==> src/inc/stpmx_pkg.sv <==
// Package: constants and types for the shared serial/datamod pin mux
package stpmx_pkg;
  localparam int unsigned STPMX_CS_W       = 4;
  localparam int unsigned STPMX_LANE_W     = 4;
  localparam int unsigned STPMX_DATA_W     = 16;
  localparam int unsigned STPMX_DED_DATA_W = 2;
  localparam int unsigned STPMX_SHARED_W   = 14;
  // Datamod bit carried by each shared pin
  localparam int unsigned STPMX_BIT_CLK    = 4;
  localparam int unsigned STPMX_BIT_CS0    = 5;
  localparam int unsigned STPMX_BIT_CS1    = 6;
  localparam int unsigned STPMX_BIT_CS2    = 2;
  localparam int unsigned STPMX_BIT_CS3    = 3;
  localparam int unsigned STPMX_BIT_ENA    = 7;
  localparam int unsigned STPMX_BIT_MO0    = 8;
  localparam int unsigned STPMX_BIT_MI0    = 12;
  localparam logic        STPMX_RST_LEVEL  = 1'h0;
  typedef enum logic [1:0] {
    STPMX_OWN_NONE    = 2'h0,
    STPMX_OWN_PORT    = 2'h1,
    STPMX_OWN_DATAMOD = 2'h2
  } stpmx_owner_t;
endpackage

==> src/inc/stpmx_sel_if.sv <==
// Interface: pin ownership select between top and select decoder
`timescale 1ns/100ps
`default_nettype none
interface stpmx_sel_if;
  import stpmx_pkg::*;
  logic         port_en;
  logic         datamod_en;
  stpmx_owner_t owner;
  modport dec (input port_en, input datamod_en, output owner);
  modport top (output port_en, output datamod_en, input owner);
endinterface
`default_nettype wire

==> src/stpmx_sel.sv <==
// Module: ownership decoder from the two unit enables
`timescale 1ns/100ps
`default_nettype none
module stpmx_sel
  import stpmx_pkg::*;
(
  stpmx_sel_if.dec sel
);
  always_comb begin
    if (sel.port_en) begin
      sel.owner = STPMX_OWN_PORT;
    end else if (sel.datamod_en) begin
      sel.owner = STPMX_OWN_DATAMOD;
    end else begin
      sel.owner = STPMX_OWN_NONE;
    end
  end
endmodule
`default_nettype wire

==> src/stpmx_pin_mux.sv <==
// Module: shared pin mux, serial port five versus data modification module
//
// Contract
// - Serial port enabled: it owns every shared pin
// - Datamod owns pins only when port disabled
// - Dedicated datamod pins and bits 1:0 pass always
// - Clock, selects, enable carry bits 4,5,6,2,3,7
// - Master-out to bits 8-11, master-in 12-15
`timescale 1ns/100ps
`default_nettype none
module stpmx_pin_mux
  import stpmx_pkg::*;
#(
  parameter int unsigned CS_W   = STPMX_CS_W,
  parameter int unsigned LANE_W = STPMX_LANE_W
) (
  input  wire logic                    i_sys_clk,
  input  wire logic                    i_arst_n,
  // Unit enables, same clock domain
  input  wire logic                    i_port_five_en,
  input  wire logic                    i_datamod_en,
  // Serial port five, unit side
  input  wire logic                    i_port_five_serial_clock_out,
  input  wire logic                    i_port_five_serial_clock_oe_n,
  output var  logic                    o_port_five_serial_clock_in,
  input  wire logic [CS_W-1:0]         i_port_five_chip_select_out,
  input  wire logic [CS_W-1:0]         i_port_five_chip_select_oe_n,
  output var  logic [CS_W-1:0]         o_port_five_chip_select_in,
  input  wire logic                    i_port_five_enable_pin_out,
  input  wire logic                    i_port_five_enable_pin_oe_n,
  output var  logic                    o_port_five_enable_pin_in,
  input  wire logic [LANE_W-1:0]       i_port_five_master_out_out,
  input  wire logic [LANE_W-1:0]       i_port_five_master_out_oe_n,
  output var  logic [LANE_W-1:0]       o_port_five_master_out_in,
  input  wire logic [LANE_W-1:0]       i_port_five_master_in_out,
  input  wire logic [LANE_W-1:0]       i_port_five_master_in_oe_n,
  output var  logic [LANE_W-1:0]       o_port_five_master_in_in,
  // Datamod unit side
  input  wire logic [STPMX_DATA_W-1:0] i_datamod_data_bus,
  input  wire logic                    i_datamod_clock,
  input  wire logic                    i_datamod_sync,
  input  wire logic                    i_datamod_enable,
  // Dedicated datamod pads
  output var  logic                    o_datamod_clock_pin,
  output var  logic                    o_datamod_sync_pin,
  output var  logic                    o_datamod_enable_pin,
  output var  logic [STPMX_DED_DATA_W-1:0] o_datamod_data_pin,
  // Shared pads, pin order: clk, cs0..3, ena, mo0..3, mi0..3
  input  wire logic [STPMX_SHARED_W-1:0]   i_shared_pad,
  output var  logic [STPMX_SHARED_W-1:0]   o_shared_pad,
  output var  logic [STPMX_SHARED_W-1:0]   o_shared_pad_oe_n,
  output var  logic [1:0]                  o_pin_owner
);
  ////////////////////////////////////////////////////////////////////////////
  // Reset release
  logic rst_meta_reg;
  logic rst_sync_reg;
  logic rst_meta_next;
  logic rst_sync_next;
  always_comb begin
    rst_meta_next = 1'h1;
    rst_sync_next = rst_meta_reg;
  end
  always_ff @(posedge i_sys_clk or negedge i_arst_n) begin
    if (!i_arst_n) begin
      rst_meta_reg <= STPMX_RST_LEVEL;
      rst_sync_reg <= STPMX_RST_LEVEL;
    end else begin
      rst_meta_reg <= rst_meta_next;
      rst_sync_reg <= rst_sync_next;
    end
  end

  ////////////////////////////////////////////////////////////////////////////
  // Ownership
  stpmx_sel_if sel_if ();
  // Held off during reset so pads stay released
  assign sel_if.port_en    = i_port_five_en & rst_sync_reg;
  assign sel_if.datamod_en = i_datamod_en & rst_sync_reg;
  stpmx_sel u_sel (
    .sel (sel_if.dec)
  );
  assign o_pin_owner = sel_if.owner;

  ////////////////////////////////////////////////////////////////////////////
  // Pad muxing, combinational so ownership follows enables at once
  logic [STPMX_SHARED_W-1:0] port_out;
  logic [STPMX_SHARED_W-1:0] port_oe_n;
  logic [STPMX_SHARED_W-1:0] dm_out;
  logic [CS_W-1:0]           dm_cs;
  logic [LANE_W-1:0]         dm_mo;
  logic [LANE_W-1:0]         dm_mi;

  function automatic logic [STPMX_SHARED_W-1:0] pack_pins(
    input logic              clk,
    input logic [CS_W-1:0]   cs,
    input logic              ena,
    input logic [LANE_W-1:0] mo,
    input logic [LANE_W-1:0] mi
  );
    pack_pins = {mi, mo, ena, cs, clk};
  endfunction

  ////////////////////////////////////////////////////////////////////////////
  // Serial port side, packed in pad order
  always_comb begin
    port_out  = pack_pins(
      i_port_five_serial_clock_out,
      i_port_five_chip_select_out,
      i_port_five_enable_pin_out,
      i_port_five_master_out_out,
      i_port_five_master_in_out
    );
    port_oe_n = pack_pins(
      i_port_five_serial_clock_oe_n,
      i_port_five_chip_select_oe_n,
      i_port_five_enable_pin_oe_n,
      i_port_five_master_out_oe_n,
      i_port_five_master_in_oe_n
    );
  end

  ////////////////////////////////////////////////////////////////////////////
  // Datamod side: selects are scrambled, lanes run in order
  // Select mapping is fixed at four; a wider select group gets no datamod bits
  always_comb begin
    dm_cs    = '0;
    dm_cs[0] = i_datamod_data_bus[STPMX_BIT_CS0];
    dm_cs[1] = i_datamod_data_bus[STPMX_BIT_CS1];
    dm_cs[2] = i_datamod_data_bus[STPMX_BIT_CS2];
    dm_cs[3] = i_datamod_data_bus[STPMX_BIT_CS3];
  end

  for (genvar g = 0; g < LANE_W; g++) begin : g_lane
    assign dm_mo[g] = i_datamod_data_bus[STPMX_BIT_MO0 + g];
    assign dm_mi[g] = i_datamod_data_bus[STPMX_BIT_MI0 + g];
  end

  always_comb begin
    dm_out = pack_pins(
      i_datamod_data_bus[STPMX_BIT_CLK],
      dm_cs,
      i_datamod_data_bus[STPMX_BIT_ENA],
      dm_mo,
      dm_mi
    );
  end

  ////////////////////////////////////////////////////////////////////////////
  // Pad drive by owner

  always_comb begin
    unique case (sel_if.owner)
      STPMX_OWN_PORT: begin
        o_shared_pad      = port_out;
        o_shared_pad_oe_n = port_oe_n;
      end
      STPMX_OWN_DATAMOD: begin
        o_shared_pad      = dm_out;
        o_shared_pad_oe_n = '0;
      end
      default: begin
        // Nobody owns the pads: release them
        o_shared_pad      = '0;
        o_shared_pad_oe_n = '1;
      end
    endcase
  end

  // Pad inputs reach the port only while it owns them; the port's own
  // receive path resynchronises, so no extra stages here
  ////////////////////////////////////////////////////////////////////////////
  // Pad receive path
  always_comb begin
    logic [STPMX_SHARED_W-1:0] rx;
    rx = (sel_if.owner == STPMX_OWN_PORT) ? i_shared_pad : '0;
    o_port_five_serial_clock_in = rx[0];
    o_port_five_chip_select_in  = rx[CS_W:1];
    o_port_five_enable_pin_in   = rx[CS_W+1];
    o_port_five_master_out_in   = rx[CS_W+1+LANE_W:CS_W+2];
    o_port_five_master_in_in    = rx[STPMX_SHARED_W-1:CS_W+2+LANE_W];
  end

  ////////////////////////////////////////////////////////////////////////////
  // Dedicated datamod pins, never muxed
  always_comb begin
    o_datamod_clock_pin  = i_datamod_clock;
    o_datamod_sync_pin   = i_datamod_sync;
    o_datamod_enable_pin = i_datamod_enable;
    o_datamod_data_pin   = i_datamod_data_bus[STPMX_DED_DATA_W-1:0];
  end
endmodule
`default_nettype wire

==> config.mk <==
export PLATFORM = sky130hd
export DESIGN_NAME = stpmx_pin_mux
export DESIGN_NICKNAME = d
export VERILOG_FILES = /design/src/inc/stpmx_pkg.sv /design/src/inc/stpmx_sel_if.sv /design/src/stpmx_sel.sv /design/src/stpmx_pin_mux.sv
export SDC_FILE = /design/constraint.sdc
export NUM_CORES = 1
export LEC_CHECK = 0
export ABC_AREA = 1
export BUFFER_PORTS_ARGS = -buffer_cell sky130_fd_sc_hd__buf_2
export CAP_MARGIN = 20
export CORE_ASPECT_RATIO = 1.2
export CORE_MARGIN = 5
export CORE_UTILIZATION = 28
export CTS_CLUSTER_SIZE = 40
export DETAILED_ROUTE_END_ITERATION = 10
export GPL_TIMING_DRIVEN = 0
export PLACE_DENSITY = 0.84
export REMOVE_ABC_BUFFERS = 1
export SLEW_MARGIN = 20
export SYNTH_ARGS = -nofsm -noshare
export SYNTH_HDL_FRONTEND = slang
export SYNTH_HIERARCHICAL = 1
export SYNTH_SLANG_ARGS = --single-unit
==> constraint.sdc <==
create_clock -name i_sys_clk -period 2.5 [get_ports i_sys_clk]
set_input_delay 0.375 -clock i_sys_clk [delete_from_list [all_inputs] [get_ports i_sys_clk]]
set_output_delay 0.375 -clock i_sys_clk [all_outputs]
set_load 0.01 [all_outputs]
### Word-level counts from Yosys, hierarchy flattened

Cells that the tools add are included.
Widths: inputs -> output; s select.

* equal/unequal tests: 2
* multiplexer cells: 5
* bitwise operators: 2

Operators by type and width (number)
* $pmux 14 s2: 2
* $mux 14: 1
* $mux 2: 2
* $and 1x1->1: 2
* $eq 2x1->1 const B: 1
* $eq 2x2->1 const B: 1

* register bits after elaboration: 2
* input bits: 65
* output and inout port bits: 49
* word-level logic and storage cells: 11

### Logic depth before layout (Yosys ltp)

Gate-level depths: netlist (run 1).

* depth after elaboration: 5
* gate-level depth with buffers: 11

### Cells and area by module

The synthesis (run 1) kept the hierarchy.

Modules (own cells, without submodules)
* stpmx_pin_mux: instances 1, cells an instance 124, area an instance 590.6 um2, seq. area each 50.0 um2
* stpmx_sel: instances 1, cells an instance 3, area an instance 17.5 um2, seq. area each 0.0 um2

### Least setup slack after synthesis (run 1)

No wires, ideal clock.

* path type: input to output
* start: in i_port_five_en
* end: out o_shared_pad_oe_n[0]
* arrival time: 1573 ps
* required time: 2125 ps
* setup slack: 552 ps
* cell stages on the path: 10
* path buffers: 3
* cell sequence: nand2_1 -> inv_1 -> nor2_2 -> inv_1 -> ha_1 -> buf_6 -> or2_1 -> buf_6 -> buf_6 -> nand2_1

* cells in the longest elaborated chain, start to end: 4

RTL lines
* start, declared: line stpmx_pin_mux.sv:20 `input wire logic i_port_five_en,`
* $and 1x1->1 *: line stpmx_pin_mux.sv:78 `assign sel_if.port_en = i_port_five_en & rst_sync_reg;`
* named net sel_if.port_en: line stpmx_sel_if.sv:6 `logic port_en;`
* $mux 2 *: line stpmx_sel.sv:10 `if (sel.port_en) begin`
* named net o_pin_owner[1]: line stpmx_pin_mux.sv:52 `output var logic [1:0] o_pin_owner`
* $eq 2x2->1 / $eq 2x1->1 (equally long branches): line stpmx_pin_mux.sv:153 `unique case (sel_if.owner)`
* $pmux 14 s2 *: line stpmx_pin_mux.sv:153
* end, declared: line stpmx_pin_mux.sv:51 `output var logic [STPMX_SHARED_W-1:0] o_shared_pad_oe_n,`

The timed path passes the listed nets; every way through them passes the cells marked *.

### Final worst setup path (run 1)

* start: reg rst_sync_reg
* end: out o_shared_pad_oe_n[8]

* cells in the longest elaborated chain, start to end: 5

RTL lines
* start, declared: line stpmx_pin_mux.sv:57 `logic rst_sync_reg;`
* start signal, assigned: line stpmx_pin_mux.sv:70 `rst_sync_reg <= rst_sync_next;`
* $and 1x1->1: line stpmx_pin_mux.sv:79 `assign sel_if.datamod_en = i_datamod_en & rst_sync_reg;`
* $mux 2: line stpmx_sel.sv:12 `end else if (sel.datamod_en) begin`
* $mux 2 *: line stpmx_sel.sv:10
* $eq 2x2->1 / $eq 2x1->1 (equally long branches): line stpmx_pin_mux.sv:153
* $pmux 14 s2 *: line stpmx_pin_mux.sv:153

Mark *: on every way between the ends. The rest lies on a longest branch, timed or not.

==> impl_metrics.csv, run 1 <==
group,metric,value,unit
status,run_status,"completed",
run,cap_violations,0,
placed_design,placed_cell_area,1059,sq um
route,wirelength,2.917,mm
critical_path,crit_slowest_cell,"dfrtp_1",
yosys,ys_types,12,
clock_tree,numCtsBuffers,3,
placed_design,port_buffers,103,
clock_tree,root_buffer,"clkbuf_4",
final_layout,regArea,50.05,sq um
critical_path,reg2reg_slack,2.02,ns
clock_tree,post_cts_buffers,0,
power,vdd_drop_max,0.3046,mV
yosys,ys_top_cells_by_area,"nand2_1 (44%), inv_1 (12%), a21oi_1 (12%), dfrtp_1 (8.2%), buf_4 (7.4%)",
global_route,antenna_found_initial,0,
final_layout,final_common_cell,"buf_2",
power,p_per_area,254.7,nW/um^2
sta,grt_setup_unrepaired,"false",
clock_tree,cts-htree-levels,1,
global_route,groute.usage.overall,16.18,%
floorplanning,core_area,2072,sq um
yosys,ys_ff_latch,2,
min_path,min_from,"rst_meta_reg$_DFF_PN0_",
final_layout,nFillCells,236,
placed_design,dp.cells,245,
critical_path,cp.required,2.12,ns
global_route,overflow,0,
sta,slew_viol_final,0,
global_route,grt_start_max_net_pins,44,
sta,period_share,90.44,%
final_layout,multiInputGateArea,399.1,sq um
critical_path,path_class,"register to output port",
yosys,synth_top_cell_area_share,44.44,%
route,drt_iter0_drc,16,
clock_tree,cts_tree,"built",
critical_path,arrival,1.89,ns
yosys,synth.avg_cell_area,4.788,sq um
critical_path,cp_slowest_stage_delay,0.37,ns
clock_tree,clockBufferDepth,2,
critical_path,start_kind,"register",
floorplanning,dieArea,3208,sq um
final_layout,finalInstanceArea,1106,sq um
sta,setup_violations,0,
route,drc_errors,0,
floorplanning,die_y,61.05,um
final_layout,final_cell_mix,"buf_2 (103), nand2_1 (72), inv_1 (19)",
global_route,grt_pass1_vias,867,
floorplanning,num_rows,18,
final_layout,utilization,53.38,%
yosys,yosysWarnings,6,
floorplanning,boundaryPins,114,
route,viasPerCell,4.201,
critical_path,endpoint_kind,"output port",
min_path,hold_end,"rst_sync_reg$_DFF_PN0_",
sta,tns,0,ns
sta,fmaxAchievable,442.3,MHz
sta,final-hold-violation-count,0,
yosys,netlist_area,608.1,sq um
route,wl_per_cell,11.71,um
critical_path,r2r_cells,0,
yosys,yosysTopAreaCell,"nand2_1",
final_layout,layoutNonFillerInstCount,249,
yosys,syn-instance-count,127,
min_path,hold_class,"register to register",
final_layout,drive_gt1_share,50.23,%
clock_tree,clkTransAtPathRegs,0.03,ns
global_route,grt_pass1_wl,3.864,mm
power,power_leakage,0.0007625,uW
critical_path,reg2reg_from,"rst_meta_reg$_DFF_PN0_",
sta,fin_skew,0.002691,ns
clock_tree,cts_sinks,2,
floorplanning,fp.dieW,52.54,um
sta,period_minus_slack,2.261,ns
route,antenna_left,0,
clock_tree,clk-insertion-delay-late,0.23,ns
critical_path,crit_chain,"nand2_1, inv_1, nor2_2, inv_1, ha_4, or2_4, nand2_1, buf_2",
yosys,ys_seq_area_share,8.230,%
placed_design,hpwl,2.392,mm
sta,whs,0.3638,ns
route,dr.pass1.iters,4,
floorplanning,initial_utilization,29.35,%
placed_design,place_congestion,0.7523,
route,dr_total_vias,1046,
critical_path,critical_path.max_fanout,43,
critical_path,r2r_end,"rst_sync_reg$_DFF_PN0_",
final_layout,final_nets,288,
final_layout,n_antenna_cell,0,
final_layout,syn_to_final_growth,81.89,%
min_path,hold_depth,0,
[power by group]
part	internal, uW	switching, uW	total (uW)	leakage [uW]
sequential	34.3	0.708	35.0	0.0000233
combinational	80.5	93.2	174	0.000725
clock	53.1	20.0	73.0	0.0000138
[synth_stat cells, drive strengths merged]
cell    number
a21oi       14
buf         12
clkbuf       3
conb         1
dfrtp        2
ha           2
inv         19
nand2       72
nor2         1
or2          1
[what timing repair did]
item                                    in CTS  in global routing
endpoints found under the setup margin      14                 14
hold buffers                                 1                  0
resized for setup                            2                  1
hold endpoints to repair                     2                  0
[area by class of cell]
cell class | count | area share (%)
repair buffers | 104 | 47.51
inverters | 19 | 6.448
flip-flops and latches | 2 | 4.525
clock buffers | 3 | 2.036
well taps | 30 | 3.394
multi-input cells | 91 | 36.09
[logic make-up after synthesis]
group / synth area share [%]
adder cells (fa/ha/maj): 4.115
AO/OA/AOI/OAI: 11.52
other: 0.6167
flip-flops: 8.231
buffers and inverters: 29.01
AND/OR/NAND/NOR: 46.50
[per-layer routing]
layer | GRT usage, % | wire, um | up-vias | share of wire, %
met4 | 7.664 | 57 | 0 | 2.0
met1 | 14.73 | 922 | 422 | 32
met3 | 9.685 | 544 | 6 | 19
met2 | 28.55 | 1392 | 73 | 48
met5 | 0 | 0 | - | 0
li1 | - | - | 545 | -
[worst max-delay path by stage]
stage                           startpoint                    to  slack, ns
global route        rst_sync_reg$_DFF_PN0_  o_shared_pad_oe_n[8]       0.11
floorplan                   i_port_five_en  o_shared_pad_oe_n[0]       0.09
detailed placement          i_port_five_en  o_shared_pad_oe_n[5]     -0.009
finish              rst_sync_reg$_DFF_PN0_  o_shared_pad_oe_n[8]       0.24
global placement            i_port_five_en  o_shared_pad_oe_n[5]      -0.47
CTS                 rst_sync_reg$_DFF_PN0_  o_shared_pad_oe_n[5]       0.06
[worst max-delay path, delay by kind of cell (launching register included)]
kind                       cells  cell delay [ns]
DFF                            1             0.37
adders and majority gates      1             0.29
buffers and inverters          3             0.32
and+or+nand+nor                4             0.67
[through the flow]
stage,setup WS (ns),total power (uW)
final,0.2390,281.7
after global routing,0.1098,316.5
after CTS,0.05883,287.1
after detailed placement,-0.009261,205.1
after global placement,-0.4733,204.5
after floorplan,0.08947,110.1
No activity file was read; power rests on OpenSTA's default activity.
==> inputs of run 2 (changes only) <==
--- a/config.mk
+++ b/config.mk
@@ -5,16 +5,15 @@
 export SDC_FILE = /design/constraint.sdc
 export NUM_CORES = 1
 export LEC_CHECK = 0
-export ABC_AREA = 1
 export BUFFER_PORTS_ARGS = -buffer_cell sky130_fd_sc_hd__buf_2
 export CAP_MARGIN = 20
 export CORE_ASPECT_RATIO = 1.2
 export CORE_MARGIN = 5
-export CORE_UTILIZATION = 28
+export CORE_UTILIZATION = 27
 export CTS_CLUSTER_SIZE = 40
 export DETAILED_ROUTE_END_ITERATION = 10
 export GPL_TIMING_DRIVEN = 0
-export PLACE_DENSITY = 0.84
+export PLACE_DENSITY = 0.82
 export REMOVE_ABC_BUFFERS = 1
 export SLEW_MARGIN = 20
 export SYNTH_ARGS = -nofsm -noshare
==> run 2 against run 1 <==
Critical path depth is 2 lower. Global-route usage is 2.6 points lower. Core utilization is 1.1 points lower. Fmax is 0.15% lower. Non-clock buffer count stayed put. Highest routed layer unchanged.
==> impl_metrics.csv, run 2 <==
group,metric,value,unit
placed_design,hpwl,2.060,mm
clock_tree,post_cts_buffers,0,
critical_path,critPathBufInv,1,
yosys,ys_ff_latch,2,
route,viasPerCell,4.427,
sta,period_share,90.57,%
final_layout,syn_to_final_growth,82.67,%
yosys,ys_seq_area_share,8.351,%
clock_tree,numCtsBuffers,3,
yosys,netlist_area,599.3,sq um
route,dr_total_vias,965,
route,wl_per_cell,11.36,um
clock_tree,clockBufferDepth,2,
sta,grt_setup_unrepaired,"false",
global_route,grt_start_max_net_pins,44,
floorplanning,die_y,61.61,um
power,vdd_drop_max,0.3585,mV
sta,fin_skew,0.0008409,ns
yosys,syn-instance-count,95,
critical_path,cp_slowest_stage_delay,0.36,ns
critical_path,crit_slowest_cell,"dfrtp_1",
critical_path,crit_chain,"and2_1, nor2b_4, ha_2, nor2b_4, a21oi_1, buf_2",
critical_path,endpoint_kind,"output port",
yosys,synth_top_cell_area_share,17.54,%
sta,final-hold-violation-count,0,
status,run_status,"completed",
sta,slew_viol_final,0,
clock_tree,clk-insertion-delay-late,0.22,ns
floorplanning,fp.dieW,53.01,um
run,cap_violations,0,
clock_tree,cts_tree,"built",
yosys,yosysTopAreaCell,"a22oi_1",
final_layout,n_antenna_cell,0,
floorplanning,dieArea,3266,sq um
clock_tree,root_buffer,"clkbuf_4",
critical_path,cpLargestDelayFamily,"simple AND/OR/NAND/NOR gates",
route,antenna_left,0,
critical_path,cp.required,2.12,ns
final_layout,final_cell_mix,"buf_2 (103), inv_1 (16), and2_1 (16)",
route,drt_iter0_drc,9,
global_route,grt_pass1_vias,935,
sta,whs,0.3475,ns
critical_path,start_kind,"register",
clock_tree,cts_sinks,2,
final_layout,nFillCells,224,
global_route,antenna_found_initial,0,
route,drc_errors,0,
floorplanning,initial_utilization,28.61,%
clock_tree,cts-htree-levels,1,
sta,period_minus_slack,2.264,ns
critical_path,cp_common_cell,"nor2b_4",
final_layout,drive_gt1_share,58.51,%
sta,fmaxAchievable,441.6,MHz
yosys,yosysWarnings,6,
yosys,synth_commonest_cells,"and2_1 (16), inv_1 (16), a21oi_1 (14), a22oi_1 (14), nor2_1 (14)",
yosys,ys_types,13,
route,dr.pass1.iters,4,
route,wirelength,2.477,mm
sta,setup_violations,0,
yosys,async_flop_share,100.0,%
placed_design,place_congestion,0.6048,
critical_path,path_class,"register to output port",
yosys,synth.avg_cell_area,6.309,sq um
power,power_leakage,0.0006803,uW
floorplanning,core_area,2095,sq um
placed_design,pre_cts_ws,0.1454,ns
placed_design,port_buffers,103,
yosys,ys_top_cells_by_area,"a22oi_1 (18%), and2_1 (17%), a21oi_1 (12%), inv_1 (10%), buf_4 (8.8%)",
yosys,synth_edf_count,0,
floorplanning,num_rows,18,
sta,worst_slack,0.2357,ns
min_path,hold_class,"register to register",
final_layout,final_nets,257,
global_route,overflow,0,
clock_tree,clkTransAtPathRegs,0.03,ns
critical_path,arrival,1.89,ns
final_layout,final_common_cell,"buf_2",
floorplanning,boundaryPins,114,
global_route,groute.usage.overall,13.59,%
power,p_per_area,245.5,nW/um^2
critical_path,critical_path.max_fanout,15,
yosys,synth_ff_type,"dfrtp_1",
global_route,grt_pass1_wl,3.450,mm
==> run 2: per-layer routing <==
metal | GRT usage [%] | share of wire [%] | up-vias
met5 | 0 | 0 | -
met4 | 3.285 | 0.36 | 0
met3 | 6.538 | 19 | 2
met1 | 12.30 | 35 | 394
li1 | - | - | 484
met2 | 26.77 | 45 | 85
==> run 2: worst paths after layout <==
path | to | from | slack [ns] | depth (start not counted)
hold / removal | rst_sync_reg$_DFF_PN0_ | rst_meta_reg$_DFF_PN0_ | 0.35 | 0
min in group asynchronous | rst_sync_reg$_DFF_PN0_ | i_arst_n | 0.49 | 2
max in group asynchronous | rst_meta_reg$_DFF_PN0_ | i_arst_n | 1.92 | 2
setup reg to reg | rst_sync_reg$_DFF_PN0_ | rst_meta_reg$_DFF_PN0_ | 2.04 | 0
hold reg to reg | rst_sync_reg$_DFF_PN0_ | rst_meta_reg$_DFF_PN0_ | 0.35 | 0
setup / recovery | o_shared_pad_oe_n[1] | rst_sync_reg$_DFF_PN0_ | 0.24 | 6
==> run 2: stage by stage <==
step | std cells | utilization [%] | TNS [ns] | power, uW | area, sq um
floorplan | 81 | - | 0 | 110.9 | 494.2
global placement | 214 | 50.00 | -6.458 | 196.1 | 1047
detailed placement | 214 | 50.12 | 0 | 198.8 | 1050
CTS | 218 | 51.67 | 0 | 270.1 | 1082
global route | 218 | 52.27 | 0 | 293.8 | 1095
finish | 218 | 52.27 | 0 | 268.8 | 1095
==> run 2: cell families (layout without fill, tap and decap cells) <==
family,after synthesis,count (layout),share of synthesized area [%]
flip-flops,2,2,8.351
AO/OA/AOI/OAI,28,28,29.23
other,1,1,0.6257
AND/OR/NAND/NOR,32,32,30.06
adder cells (fa/ha/maj),2,2,4.175
buffers and inverters,30,123,27.56
==> run 2: report_power, final <==
part / switching (uW) / internal, uW
combinational: 82.3 / 83.8
sequential: 0.526 / 34.3
clock: 15.1 / 52.7
==> run 2: area by class of cell <==
type,instances,area (sq um),area share (%)
clock buffer,3,22.52,2.057
inverter,16,60.06,5.486
multi-input combinational,63,399.1,36.46
sequential,2,50.05,4.571
tap,30,37.54,3.429
timing repair buffer,104,525.5,48.00
==> run 2: repair_timing <==
action	CTS	global route
gates resized for setup	0	2
setup endpoints to repair	0	28
endpoints found under the hold margin	2	0
hold buffers	1	0
